--- config.mk ---
export PLATFORM = sky130hd
export DESIGN_NAME = clock_generation_distribution
export DESIGN_NICKNAME = d
export VERILOG_FILES = /design/src/logic/clk_gen_pkg.sv /design/src/logic/clk_divider.sv /design/src/logic/clock_generation_distribution.sv
export SDC_FILE = /design/constraint.sdc
export NUM_CORES = 2
export LEC_CHECK = 0
export BUFFER_PORTS_ARGS = -buffer_cell sky130_fd_sc_hd__buf_2
export CORE_ASPECT_RATIO = 1.2
export CORE_UTILIZATION = 45
export CTS_BUF_LIST = sky130_fd_sc_hd__clkbuf_16
export DETAILED_ROUTE_END_ITERATION = 16
export MAX_ROUTING_LAYER = met4
export SYNTH_ARGS = -nofsm -noshare
export SYNTH_HDL_FRONTEND = slang
export SYNTH_HIERARCHICAL = 1
export SYNTH_SLANG_ARGS = --single-unit
--- constraint.sdc ---
create_clock -name mclk -period 5.2 [get_ports mclk]
set_input_delay 0.26 -clock mclk [delete_from_list [all_inputs] [get_ports mclk]]
set_output_delay 0.26 -clock mclk [all_outputs]
set_load 0.1 [all_outputs]
--- src/logic/clk_gen_pkg.sv ---
// Purpose: Shared constants for the clock generation and distribution block.
// Assumes: One 100 MHz system clock; slower clocks are one-cycle enables.
// Notes: Oscillator rates are phase-accumulator increments on the system clock.
package clk_gen_pkg;
  // ----------------------------------------
  // Timing
  // ----------------------------------------
  localparam int MCLK_MHZ = 100;
  localparam int PLL_LOCK_TIME_US = 250;
  localparam int PLL_LOCK_CYCLES = PLL_LOCK_TIME_US * MCLK_MHZ;
  localparam int USB_FRAME_US = 1000;
  // ----------------------------------------
  // Clock source indices into the 8-input multiplexers
  // ----------------------------------------
  localparam logic [2:0] SRC_MAIN = 3'h0;
  localparam logic [2:0] SRC_FAST_XTAL = 3'h1;
  localparam logic [2:0] SRC_DOUBLER = 3'h2;
  localparam logic [2:0] SRC_INTERCONNECT = 3'h3;
  localparam logic [2:0] SRC_PLL = 3'h4;
  localparam logic [2:0] SRC_LOW_SPEED = 3'h5;
  localparam logic [2:0] SRC_WATCH = 3'h6;
  localparam logic [2:0] SRC_MASTER = 3'h7;
  localparam int NUM_SOURCES = 7;
  // ----------------------------------------
  // Reference selects for the doubler and the PLL
  // ----------------------------------------
  localparam logic [1:0] REF_MAIN = 2'h0;
  localparam logic [1:0] REF_FAST_XTAL = 2'h1;
  localparam logic [1:0] REF_INTERCONNECT = 2'h2;
  // ----------------------------------------
  // Counts and widths
  // ----------------------------------------
  localparam int NUM_DIG_DIV = 8;
  localparam int NUM_ANA_DIV = 4;
  localparam int DIV_W = 16;
  localparam int CPU_DIV_W = 4;
  localparam int CTW_W = 13;
  localparam int FTW_W = 5;
  localparam int PLL_P_W = 6;
  localparam int PLL_Q_W = 6;
  localparam int PLL_Q_MIN = 4;
  localparam int ACC_W = 16;
  localparam logic [1:0] THIRD_DIV_LAST = 2'h2;
  localparam logic [6:0] SLOW_DIV_LAST = 7'h63;
  localparam logic [14:0] WATCH_SECOND_LAST = 15'h7FFF;
  localparam logic [7:0] TRIM_MAX = 8'h7F;
  localparam logic [7:0] TRIM_MIN = 8'h80;
  // ----------------------------------------
  // Main oscillator ranges: 3, 6, 12, 24, 48, 62 MHz
  // ----------------------------------------
  localparam int NUM_RANGES = 6;
  localparam logic [2:0] RANGE_48 = 3'h4;
  localparam logic [15:0] INC_3 = 16'h07AE;
  localparam logic [15:0] INC_6 = 16'h0F5C;
  localparam logic [15:0] INC_12 = 16'h1EB8;
  localparam logic [15:0] INC_24 = 16'h3D71;
  localparam logic [15:0] INC_48 = 16'h7AE1;
  localparam logic [15:0] INC_62 = 16'h9EB8;
  localparam logic [15:0] KHZ_3 = 16'h0BB8;
  localparam logic [15:0] KHZ_6 = 16'h1770;
  localparam logic [15:0] KHZ_12 = 16'h2EE0;
  localparam logic [15:0] KHZ_24 = 16'h5DC0;
  localparam logic [15:0] KHZ_48 = 16'hBB80;
  localparam logic [15:0] KHZ_62 = 16'hF230;
endpackage

--- src/logic/clk_divider.sv ---
// Purpose: One programmable clock divider with its own 8-input source select.
// Assumes: Source clocks arrive as one-cycle enables on mclk.
// Notes: New select and divide values are taken only at a period boundary.
`timescale 1ns/100ps
module clk_divider import clk_gen_pkg::*; #(
  parameter int W = 16
) (
  // Clock and reset
  input wire logic mclk,
  input wire logic rst_n,
  // Sources and settings
  input wire logic [7:0] src_tick,
  input wire logic [2:0] sel,
  input wire logic [W-1:0] div,
  // Divided clock
  output logic clk_out,
  output logic tick_out
);
  logic [2:0] cur_sel;
  logic [W-1:0] cur_div;
  logic [W-1:0] cnt;
  logic [W-1:0] half;
  logic [W-1:0] last;
  logic in_tick;

  assign in_tick = src_tick[cur_sel];
  // Values below two divide by two.
  assign last = (cur_div < W'(2)) ? W'(1) : cur_div - W'(1);
  assign half = (last + W'(1)) >> 1;

  // ----------------------------------------
  // Period counter and shadowed settings
  // ----------------------------------------
  // Settings load only at the wrap so no runt period can appear.
  always_ff @(posedge mclk or negedge rst_n) begin
    if (!rst_n) begin
      cnt <= '0;
      cur_sel <= SRC_MASTER;
      cur_div <= W'(2);
    end else if (in_tick) begin
      if (cnt == last) begin
        cnt <= '0;
        cur_sel <= sel;
        cur_div <= div;
      end else begin
        cnt <= cnt + W'(1);
      end
    end
  end

  // ----------------------------------------
  // Registered output, resynchronised to mclk
  // ----------------------------------------
  always_ff @(posedge mclk or negedge rst_n) begin
    if (!rst_n) begin
      clk_out <= 1'b0;
      tick_out <= 1'b0;
    end else begin
      tick_out <= in_tick && (cnt == last);
      if (in_tick && cnt == last) begin
        clk_out <= 1'b1;
      end else if (in_tick && cnt == half - W'(1)) begin
        clk_out <= 1'b0;
      end
    end
  end

  AST_DIV_DEGLITCH: assert property (@(posedge mclk) disable iff (!rst_n)
    !$stable(clk_out) |-> $past(in_tick)) else $error("Divider output moved without source tick.");
  AST_DIV_RISE: assert property (@(posedge mclk) disable iff (!rst_n)
    tick_out |-> $rose(clk_out)) else $error("Divider tick without rising output.");
endmodule

--- src/logic/clock_generation_distribution.sv ---
// Purpose: Clock sources, dividers, tick counters and PLL lock for the device.
// Assumes: Oscillator and pin clocks are slow next to mclk and are synchronised.
// Notes: Every divided clock is a level plus a one-cycle enable on mclk; source clocks are one-cycle enables only.
// What this block does
// - Seven clock sources feed the distribution.
// - Eight 16-bit digital clock dividers.
// - Four 16-bit analog clock dividers.
// - One 16-bit bus clock divider.
// - One 4-bit CPU clock divider.
// - Each digital and analog divider selects its own source.
// - Doubler gives twice its selected input rate.
// - PLL input and feedback dividers multiply reference.
// - PLL reference selectable; lock flag after 250 us.
// - PLL passes reference until lock; lock pulse out.
// - Main oscillator six ranges, each trimmed separately.
// - Main oscillator may lock to USB frames.
// - Low-speed oscillator gives 1, 33, 100 kHz.
// - 33 kHz is 100 kHz divided by three.
// - Central tick counter: free 13-bit at 1 kHz.
// - Central counter stops in hibernate or debug halt.
// - Central counter gives periodic interrupt and wake.
// - Firmware may reset central counter anytime.
// - Fast tick counter 5-bit, wraps at terminal.
// - Fast counter interrupts at terminal when enabled.
// - Watch crystal feeds sleep timer; one-second pulse.
// - Dividers: 8-input mux, 50% duty for even divides, resynchronised.
// - Bus divider from master; CPU from bus.
`timescale 1ns/100ps
module clock_generation_distribution import clk_gen_pkg::*; #(
  parameter int LOCK_CYCLES = PLL_LOCK_CYCLES
) (
  // Clock and reset
  input wire logic mclk,
  input wire logic rst_n,
  // Oscillator and pin clocks from outside
  input wire logic fast_crystal_osc,
  input wire logic interconnect_clk,
  input wire logic low_speed_osc,
  input wire logic watch_crystal_osc,
  input wire logic usb_frame,
  // Source configuration
  input wire logic [2:0] main_range,
  input wire logic [47:0] main_trim,
  input wire logic usb_lock_en,
  input wire logic [1:0] doubler_ref,
  input wire logic [2:0] master_sel,
  // PLL configuration
  input wire logic pll_en,
  input wire logic [1:0] pll_ref,
  input wire logic [PLL_P_W-1:0] pll_p,
  input wire logic [PLL_Q_W-1:0] pll_q,
  // Divider configuration
  input wire logic [23:0] dig_sel,
  input wire logic [127:0] dig_div,
  input wire logic [11:0] ana_sel,
  input wire logic [63:0] ana_div,
  input wire logic [15:0] bus_div,
  input wire logic [3:0] cpu_div,
  // Tick counter control
  input wire logic hibernate,
  input wire logic debug_halt,
  input wire logic ctw_clear,
  input wire logic [3:0] ctw_tap,
  input wire logic [FTW_W-1:0] ftw_terminal,
  input wire logic ftw_irq_en,
  // Source clocks out
  output logic main_osc_tick,
  output logic doubler_tick,
  output logic pll_tick,
  output logic master_tick,
  output logic hundred_khz_clock,
  output logic third_rate_clock,
  output logic slow_tick_clock,
  output logic watch_tick,
  // Divided clocks out
  output logic [7:0] dig_clk,
  output logic [7:0] dig_tick,
  output logic [3:0] ana_clk,
  output logic [3:0] ana_tick,
  output logic bus_clk,
  output logic bus_tick,
  output logic cpu_clk,
  output logic cpu_tick,
  // Status and events
  output logic pll_locked,
  output logic pll_lock_event,
  output logic [CTW_W-1:0] central_tick_counter,
  output logic ctw_irq,
  output logic ctw_wake,
  output logic [FTW_W-1:0] ftw_count,
  output logic ftw_irq,
  output logic rtc_second
);
  // ----------------------------------------
  // Pin synchronisers and edge detection
  // ----------------------------------------
  logic [4:0] sync1, sync2, sync3;
  logic [4:0] rise, anyedge;

  always_ff @(posedge mclk or negedge rst_n) begin
    if (!rst_n) begin
      sync1 <= '0;
      sync2 <= '0;
      sync3 <= '0;
    end else begin
      sync1 <= {usb_frame, watch_crystal_osc, low_speed_osc, interconnect_clk, fast_crystal_osc};
      sync2 <= sync1;
      sync3 <= sync2;
    end
  end
  assign rise = sync2 & ~sync3;
  assign anyedge = sync2 ^ sync3;

  // ----------------------------------------
  // Main oscillator with per-range trim and USB lock
  // ----------------------------------------
  function automatic logic [15:0] range_lut(input logic [2:0] r, input logic khz);
    logic [15:0] v;
    v = 16'h0000;
    case (r)
      3'h0: v = khz ? KHZ_3 : INC_3;
      3'h1: v = khz ? KHZ_6 : INC_6;
      3'h2: v = khz ? KHZ_12 : INC_12;
      3'h3: v = khz ? KHZ_24 : INC_24;
      3'h4: v = khz ? KHZ_48 : INC_48;
      3'h5: v = khz ? KHZ_62 : INC_62;
      default: v = khz ? KHZ_3 : INC_3;
    endcase
    return v;
  endfunction

  logic [ACC_W-1:0] main_acc;
  logic [ACC_W-1:0] main_inc;
  logic [7:0] range_trim;
  logic [7:0] usb_corr;
  logic [15:0] usb_count;
  logic [15:0] usb_target;
  logic main_msb_q;
  logic [2:0] range_idx;

  assign range_idx = (main_range < 3'(NUM_RANGES)) ? main_range : 3'h0;
  assign range_trim = main_trim[8*range_idx +: 8];
  assign main_inc = range_lut(range_idx, 1'b0) + {{8{range_trim[7]}}, range_trim}
                    + {{8{usb_corr[7]}}, usb_corr};
  assign usb_target = range_lut(range_idx, 1'b1);

  always_ff @(posedge mclk or negedge rst_n) begin
    if (!rst_n) begin
      main_acc <= '0;
      main_msb_q <= 1'b0;
      main_osc_tick <= 1'b0;
    end else begin
      {main_osc_tick, main_acc} <= {1'b0, main_acc} + {1'b0, main_inc};
      main_msb_q <= main_acc[ACC_W-1];
    end
  end

  // The frame count nudges a signed correction, saturating so it cannot wrap.
  always_ff @(posedge mclk or negedge rst_n) begin
    if (!rst_n) begin
      usb_count <= '0;
      usb_corr <= '0;
    end else if (!usb_lock_en) begin
      usb_count <= '0;
      usb_corr <= '0;
    end else if (rise[4]) begin
      usb_count <= '0;
      if (usb_count > usb_target && usb_corr != TRIM_MIN) begin
        usb_corr <= usb_corr - 8'h01;
      end else if (usb_count < usb_target && usb_corr != TRIM_MAX) begin
        usb_corr <= usb_corr + 8'h01;
      end
    end else if (main_osc_tick && usb_count != 16'hFFFF) begin
      usb_count <= usb_count + 16'h0001;
    end
  end

  // ----------------------------------------
  // Doubler: both edges of the selected reference
  // ----------------------------------------
  always_comb begin
    case (doubler_ref)
      REF_MAIN: doubler_tick = main_acc[ACC_W-1] ^ main_msb_q;
      REF_FAST_XTAL: doubler_tick = anyedge[0];
      REF_INTERCONNECT: doubler_tick = anyedge[1];
      default: doubler_tick = 1'b0;
    endcase
  end

  // ----------------------------------------
  // Fractional PLL and lock timer
  // ----------------------------------------
  logic ref_tick;
  logic [PLL_Q_W+PLL_P_W:0] pll_acc;
  logic [PLL_P_W-1:0] p_eff;
  logic [31:0] lock_cnt;
  logic [PLL_P_W+PLL_Q_W+3:0] pll_cfg_q;
  logic pll_out;

  always_comb begin
    case (pll_ref)
      REF_MAIN: ref_tick = main_osc_tick;
      REF_FAST_XTAL: ref_tick = rise[0];
      REF_INTERCONNECT: ref_tick = rise[1];
      default: ref_tick = 1'b0;
    endcase
  end
  assign p_eff = (pll_p == '0) ? PLL_P_W'(1) : pll_p;

  // Each reference tick adds Q, each output pulse removes P: rate = ref * Q / P.
  always_ff @(posedge mclk or negedge rst_n) begin
    if (!rst_n) begin
      pll_acc <= '0;
      pll_out <= 1'b0;
    end else if (!pll_en) begin
      pll_acc <= '0;
      pll_out <= 1'b0;
    end else begin
      pll_out <= (pll_acc >= (PLL_Q_W+PLL_P_W+1)'(p_eff));
      if (pll_acc >= (PLL_Q_W+PLL_P_W+1)'(p_eff)) begin
        pll_acc <= pll_acc - (PLL_Q_W+PLL_P_W+1)'(p_eff)
                   + (ref_tick ? (PLL_Q_W+PLL_P_W+1)'(pll_q) : '0);
      end else if (ref_tick) begin
        pll_acc <= pll_acc + (PLL_Q_W+PLL_P_W+1)'(pll_q);
      end
    end
  end

  // Any change of reference or ratio restarts the lock timer.
  always_ff @(posedge mclk or negedge rst_n) begin
    if (!rst_n) begin
      lock_cnt <= '0;
      pll_locked <= 1'b0;
      pll_lock_event <= 1'b0;
      pll_cfg_q <= '0;
    end else begin
      pll_cfg_q <= {pll_ref, pll_p, pll_q, pll_en, 1'b0};
      pll_lock_event <= 1'b0;
      if (!pll_en || pll_cfg_q != {pll_ref, pll_p, pll_q, pll_en, 1'b0}) begin
        lock_cnt <= '0;
        pll_locked <= 1'b0;
      end else if (lock_cnt == 32'(LOCK_CYCLES - 1)) begin
        pll_locked <= 1'b1;
        pll_lock_event <= !pll_locked;
      end else begin
        lock_cnt <= lock_cnt + 32'h1;
      end
    end
  end
  assign pll_tick = pll_locked ? pll_out : (pll_en && ref_tick);

  // ----------------------------------------
  // Low-speed clocks and watch crystal
  // ----------------------------------------
  logic [1:0] third_cnt;
  logic [6:0] slow_cnt;
  logic [14:0] watch_cnt;

  assign hundred_khz_clock = rise[2];
  assign watch_tick = rise[3];
  always_ff @(posedge mclk or negedge rst_n) begin
    if (!rst_n) begin
      third_cnt <= '0;
      slow_cnt <= '0;
      watch_cnt <= '0;
      third_rate_clock <= 1'b0;
      slow_tick_clock <= 1'b0;
      rtc_second <= 1'b0;
    end else begin
      third_rate_clock <= hundred_khz_clock && third_cnt == THIRD_DIV_LAST;
      slow_tick_clock <= hundred_khz_clock && slow_cnt == SLOW_DIV_LAST;
      rtc_second <= watch_tick && watch_cnt == WATCH_SECOND_LAST;
      if (hundred_khz_clock) begin
        third_cnt <= (third_cnt == THIRD_DIV_LAST) ? 2'h0 : third_cnt + 2'h1;
        slow_cnt <= (slow_cnt == SLOW_DIV_LAST) ? 7'h00 : slow_cnt + 7'h01;
      end
      if (watch_tick) begin
        watch_cnt <= watch_cnt + 15'h0001;
      end
    end
  end

  // ----------------------------------------
  // Central and fast tick counters
  // ----------------------------------------
  logic ctw_run;
  logic [CTW_W-1:0] tap_mask;

  assign ctw_run = !hibernate && !debug_halt;
  assign tap_mask = CTW_W'((32'h2 << ctw_tap) - 32'h1);
  always_ff @(posedge mclk or negedge rst_n) begin
    if (!rst_n) begin
      central_tick_counter <= '0;
      ctw_irq <= 1'b0;
    end else begin
      ctw_irq <= 1'b0;
      if (ctw_clear) begin
        central_tick_counter <= '0;
      end else if (slow_tick_clock && ctw_run) begin
        central_tick_counter <= central_tick_counter + CTW_W'(1);
        ctw_irq <= (central_tick_counter & tap_mask) == tap_mask;
      end
    end
  end
  assign ctw_wake = ctw_irq;

  always_ff @(posedge mclk or negedge rst_n) begin
    if (!rst_n) begin
      ftw_count <= '0;
      ftw_irq <= 1'b0;
    end else begin
      ftw_irq <= 1'b0;
      if (hundred_khz_clock) begin
        if (ftw_count >= ftw_terminal) begin
          ftw_count <= '0;
          ftw_irq <= ftw_irq_en;
        end else begin
          ftw_count <= ftw_count + FTW_W'(1);
        end
      end
    end
  end

  // ----------------------------------------
  // Source vector, master clock and divider trees
  // ----------------------------------------
  logic [7:0] src_vec;
  logic [NUM_SOURCES-1:0] base_src;

  // The master pick reads only the seven sources, so it cannot loop through itself.
  assign base_src = {watch_tick, hundred_khz_clock, pll_tick, rise[1],
                     doubler_tick, rise[0], main_osc_tick};
  assign master_tick = (master_sel == SRC_MASTER) ? 1'b0 : base_src[master_sel];
  assign src_vec = {master_tick, base_src};

  for (genvar i = 0; i < NUM_DIG_DIV; i++) begin : g_dig
    clk_divider #(.W(DIV_W)) u_div (
      .mclk(mclk),
      .rst_n(rst_n),
      .src_tick(src_vec),
      .sel(dig_sel[3*i +: 3]),
      .div(dig_div[DIV_W*i +: DIV_W]),
      .clk_out(dig_clk[i]),
      .tick_out(dig_tick[i])
    );
  end
  for (genvar i = 0; i < NUM_ANA_DIV; i++) begin : g_ana
    clk_divider #(.W(DIV_W)) u_div (
      .mclk(mclk),
      .rst_n(rst_n),
      .src_tick(src_vec),
      .sel(ana_sel[3*i +: 3]),
      .div(ana_div[DIV_W*i +: DIV_W]),
      .clk_out(ana_clk[i]),
      .tick_out(ana_tick[i])
    );
  end
  clk_divider #(.W(DIV_W)) u_bus (
    .mclk(mclk),
    .rst_n(rst_n),
    .src_tick(src_vec),
    .sel(SRC_MASTER),
    .div(bus_div),
    .clk_out(bus_clk),
    .tick_out(bus_tick)
  );
  clk_divider #(.W(CPU_DIV_W)) u_cpu (
    .mclk(mclk),
    .rst_n(rst_n),
    .src_tick({8{bus_tick}}),
    .sel(SRC_MASTER),
    .div(cpu_div),
    .clk_out(cpu_clk),
    .tick_out(cpu_tick)
  );

  // ----------------------------------------
  // Checks
  // ----------------------------------------
  AST_CTW_HOLD: assert property (@(posedge mclk) disable iff (!rst_n)
    (hibernate && !ctw_clear) |=> $stable(central_tick_counter))
    else $error("Central counter moved while stopped.");
  AST_CTW_CLEAR: assert property (@(posedge mclk) disable iff (!rst_n)
    ctw_clear |=> central_tick_counter == '0) else $error("Central counter not cleared.");
  AST_THIRD: assert property (@(posedge mclk) disable iff (!rst_n)
    third_rate_clock |-> $past(hundred_khz_clock) && $past(third_cnt) == THIRD_DIV_LAST)
    else $error("Third-rate clock not from 100 kHz.");
  AST_FTW_WRAP: assert property (@(posedge mclk) disable iff (!rst_n)
    (hundred_khz_clock && ftw_count >= ftw_terminal) |=> ftw_count == '0)
    else $error("Fast counter missed its terminal count.");
  AST_FTW_IRQ: assert property (@(posedge mclk) disable iff (!rst_n)
    ftw_irq |-> $past(ftw_irq_en) && ftw_count == '0) else $error("Fast interrupt wrong.");
  AST_PLL_LOCK: assert property (@(posedge mclk) disable iff (!rst_n)
    $rose(pll_locked) |-> $past(lock_cnt) == 32'(LOCK_CYCLES - 1) && pll_lock_event)
    else $error("PLL lock flag at wrong time.");
  AST_PLL_BYPASS: assert property (@(posedge mclk) disable iff (!rst_n)
    (pll_en && !pll_locked && ref_tick) |-> pll_tick) else $error("PLL source not passed.");
  AST_DBL: assert property (@(posedge mclk) disable iff (!rst_n)
    (doubler_ref == REF_MAIN && main_osc_tick) |-> doubler_tick)
    else $error("Doubler missed main oscillator edge.");
endmodule

==> results.yml <==
pwr:
  total_power_mw: 18.5
  power_density_nw_per_um2: 250
  vdd_drop_max_uv: 275
  p_leak_nw: 29.8
cts:
  hold_buffers: 277
  cts-root-buf: "clkbuf_16"
  worstSkewPairLatency_ns: 0.70
  htree_levels: 3
  cts_tree: "yes"
  cts_buffer_depth: 3
  clk_pin_slew_ns: 0.06
  cts_buffers: 84
  cts_post_setup_buffers_inserted: 0
  cts_resized: 0
  numClockSinks: 661
final_layout:
  area_growth_pct: 13.3
  drive_above_1_share_pct: 19.2
  layout.nets: 8338
synthesis:
  ys_warn_count: 6
  synth_compound_area_share_pct: 18.6
  ys.flop_type: "dfrtp_1"
  synthAdderAreaFrac_pct: 3.93
  yosys.cell_types.count: 117
  async_reset_ff_share_pct: 100
  synth_area_um2: 65300
  synthesis.area_per_instance_um2: 8.79
  synth_seq_cells: 661
  ys_seq_area_share_pct: 25.5
  synthMuxAreaShare_pct: 7.39
  synth_edf_count: 0
  synth_cells: 7422
  synth_xor_area_share_pct: 11.9
  synthSimpleGateAreaFrac_pct: 27.1
  synth_top_family_by_area: "simple AND/OR/NAND/NOR gates"
worst_setup_path:
  r2r-start: "g_dig[0].u_div/cur_div[10]$_DFFE_PN0P_"
  rr_endpoint: "g_dig[0].u_div/clk_out$_DFFE_PN0P_"
  crit_type: "register to register"
  crit_arrival_ns: 5.25
  r2r_cells: 16
  critPathCaptureType: "register"
  critPathLaunchType: "register"
  crit_required_ns: 5.76
  reg2reg_slack_ns: 0.51
  critPathMaxFanout: 8
  crit_start: "g_dig[0].u_div/cur_div[10]$_DFFE_PN0P_"
sta:
  drv_slew: 0
  grt_setup_unrepaired: "no"
  min_period_ns: 4.69
  setup_viol: 0
  setup_tns_ns: 0
  fin_skew_ns: 0.0314
  slew-limit-headroom_pct: 40.3
  max_freq_mhz: 213
  hold_slack_ns: 0.0766
  hold_viol: 0
  finalCritPeriodShare_pct: 90.2
  worstMarginPinSlew_ns: 0.896
  fin_ws_ns: 0.508
floorplan:
  boundaryPins: 400
  dieWidth_um: 350
  initial_core_util_pct: 45.5
  fp-row-count: 152
  die_h_um: 419
  core_um2: 143000
  dieArea_um2: 147000
place:
  place_ws_ns: 0.0372
  dpl.hpwl_um: 140000
  port_buffers: 399
  place_congestion: 0.916
global_route:
  antenna_found_initial: 19
  grt_overflow_total: 0
  grtUsageTotal_pct: 26.3
  grt_start_max_net_pins: 138
  grt_pass1_vias: 56100
  grt_pass1_wl_um: 307000
run_status:
  status: "complete, no violations"
detailed_routing:
  vias: 58400
  wirelength_um: 190000
  ant_nets: 0
  post_drt_via_cell_ratio: 5.95
  drc_errors: 0
  dr.pass1.iters: 6
  wl_per_cell_um: 19.4
  drt-initial-drc-count: 4307
job:
  maxCapViolCount: 0
min_path:
  min_path_type: "input port to async pin"
==> worst max-delay path, cell delays in order, from the launching register on <==
cell and delay, ns:
dfrtp_1 0.50, or4_1 0.61, nor3_2 0.30, nand2_2 0.09
nand2_1 0.09, ha_1 0.31, nand2_1 0.11, a211oi_2 0.37
o21ai_1 0.26, or3_1 0.41, or4_4 0.57, xnor2_4 0.18
nor4_2 0.19, xnor2_1 0.15, a21boi_2 0.18, o2111a_1 0.19
o22ai_1 0.08
==> flip-flops by register name, indices dropped and copies added, names as in the netlist, 7 cells and up <==
signal and cells:
pll_acc 13, g_ana.u_div/cnt 64, g_ana.u_div/cur_div 64, g_dig.u_div/cur_div 128
lock_cnt 32, g_dig.u_div/cur_sel 24, central_tick_counter 13, main_acc 16
u_bus/cur_div 16, usb_corr 8, slow_cnt 7, g_dig.u_div/tick_out 8
watch_cnt 15, pll_cfg_q 15, g_ana.u_div/cur_sel 12, g_dig.u_div/cnt 128
g_dig.u_div/clk_out 8, u_bus/cnt 16, usb_count 16
==> Yosys cell counts, drive strengths merged (28+ instances only) <==
cell | number | area [um2]
a2111oi | 56 | 573
a211o | 39 | 342
a211oi | 88 | 726
a21boi | 54 | 454
a21oi | 293 | 1480
a311oi | 41 | 359
a31oi | 121 | 845
and2 | 45 | 282
and3 | 94 | 653
buf | 327 | 2010
clkbuf | 203 | 762
dfrtp | 605 | 15100
dfstp | 56 | 1470
ha | 165 | 2060
inv | 233 | 875
mux2 | 230 | 3200
mux2i | 76 | 786
mux4 | 37 | 833
nand2 | 427 | 1640
nand2b | 78 | 488
nand3 | 266 | 1340
nand3b | 31 | 233
nand4 | 140 | 936
nand4b | 40 | 350
nor2 | 774 | 2920
nor3 | 364 | 2230
nor3b | 47 | 364
nor4 | 137 | 1610
nor4b | 55 | 773
nor4bb | 28 | 280
o2111ai | 55 | 563
o211a | 45 | 450
o211ai | 88 | 731
o21a | 70 | 526
o21ai | 364 | 1820
o22ai | 95 | 676
o31ai | 71 | 603
or3 | 182 | 1330
or4 | 92 | 837
or4b | 40 | 449
xnor2 | 468 | 4680
xor2 | 343 | 3110
==> cell type report <==
type                            count  area (um2)
Clock inverter                     71         776
Inverter                          233         875
Timing Repair Buffer              825        6040
Tap cell                         1925        2410
Sequential cell                   661       16600
Clock buffer                       87        2180
Multi-Input combinational cell   6003       45000
Antenna cell                       14        35.0
Fill cell                       13500       69400
==> through the flow <==
step	std cells	util, %	instance area (um2)
floorplan	7427	-	65300
global placement	9370	47.6	68200
detailed placement	9370	47.6	68200
CTS	9805	51.6	73900
global route	9817	51.6	74000
finish	9819	51.6	74000
==> where the power goes <==
part           total [mW]  internal (mW)  switching [mW]
clock                6.30           3.79            2.50
sequential           6.61           5.64           0.972
combinational        5.56           2.52            3.04
==> cell usage in the layout (no fill, tap or decap), types with 247 or more instances in the layout <==
master,n
xor2_1,329
nor2_1,773
a21oi_1,290
inv_1,247
nand3_1,265
nor3_1,298
dlygate4sd3_1,277
nand2_1,413
buf_2,397
xnor2_1,429
o21ai_0,335
dfrtp_1,604
==> cell families after synthesis <==
kind of cell               Yosys count
muxes                              343
other                                1
xor gates and xnor gates           811
adders and majority gates          190
DFF                                661
and+or+nand+nor                   2958
AOI/OAI and AO/OA                 1695
buffers and inverters              763
==> metal layers <==
layer	vias up	track usage, %	part of all wire [%]
li1	28300	-	-
met1	28500	34.0	45
met2	1421	42.7	48
met3	263	3.12	4.9
met4	0	8.24	2.7
met5	-	-	0
==> worst max-delay path by stage <==
stage / depth (start not counted) / endpoint / slack, ns
after CTS: 16 / g_dig[0].u_div/clk_out$_DFFE_PN0P_ / 0.51
after global placement: 21 / main_osc_tick$_DFF_PN0_ / 0.14
after floorplan: 14 / g_ana[0].u_div/cnt[15]$_DFFE_PN0P_ / 0.17
final: 16 / g_dig[0].u_div/clk_out$_DFFE_PN0P_ / 0.51
after detailed placement: 17 / main_osc_tick$_DFF_PN0_ / 0.04
after global routing: 16 / g_ana[2].u_div/clk_out$_DFFE_PN0P_ / 0.09
(Power assumes the default switching activity.)
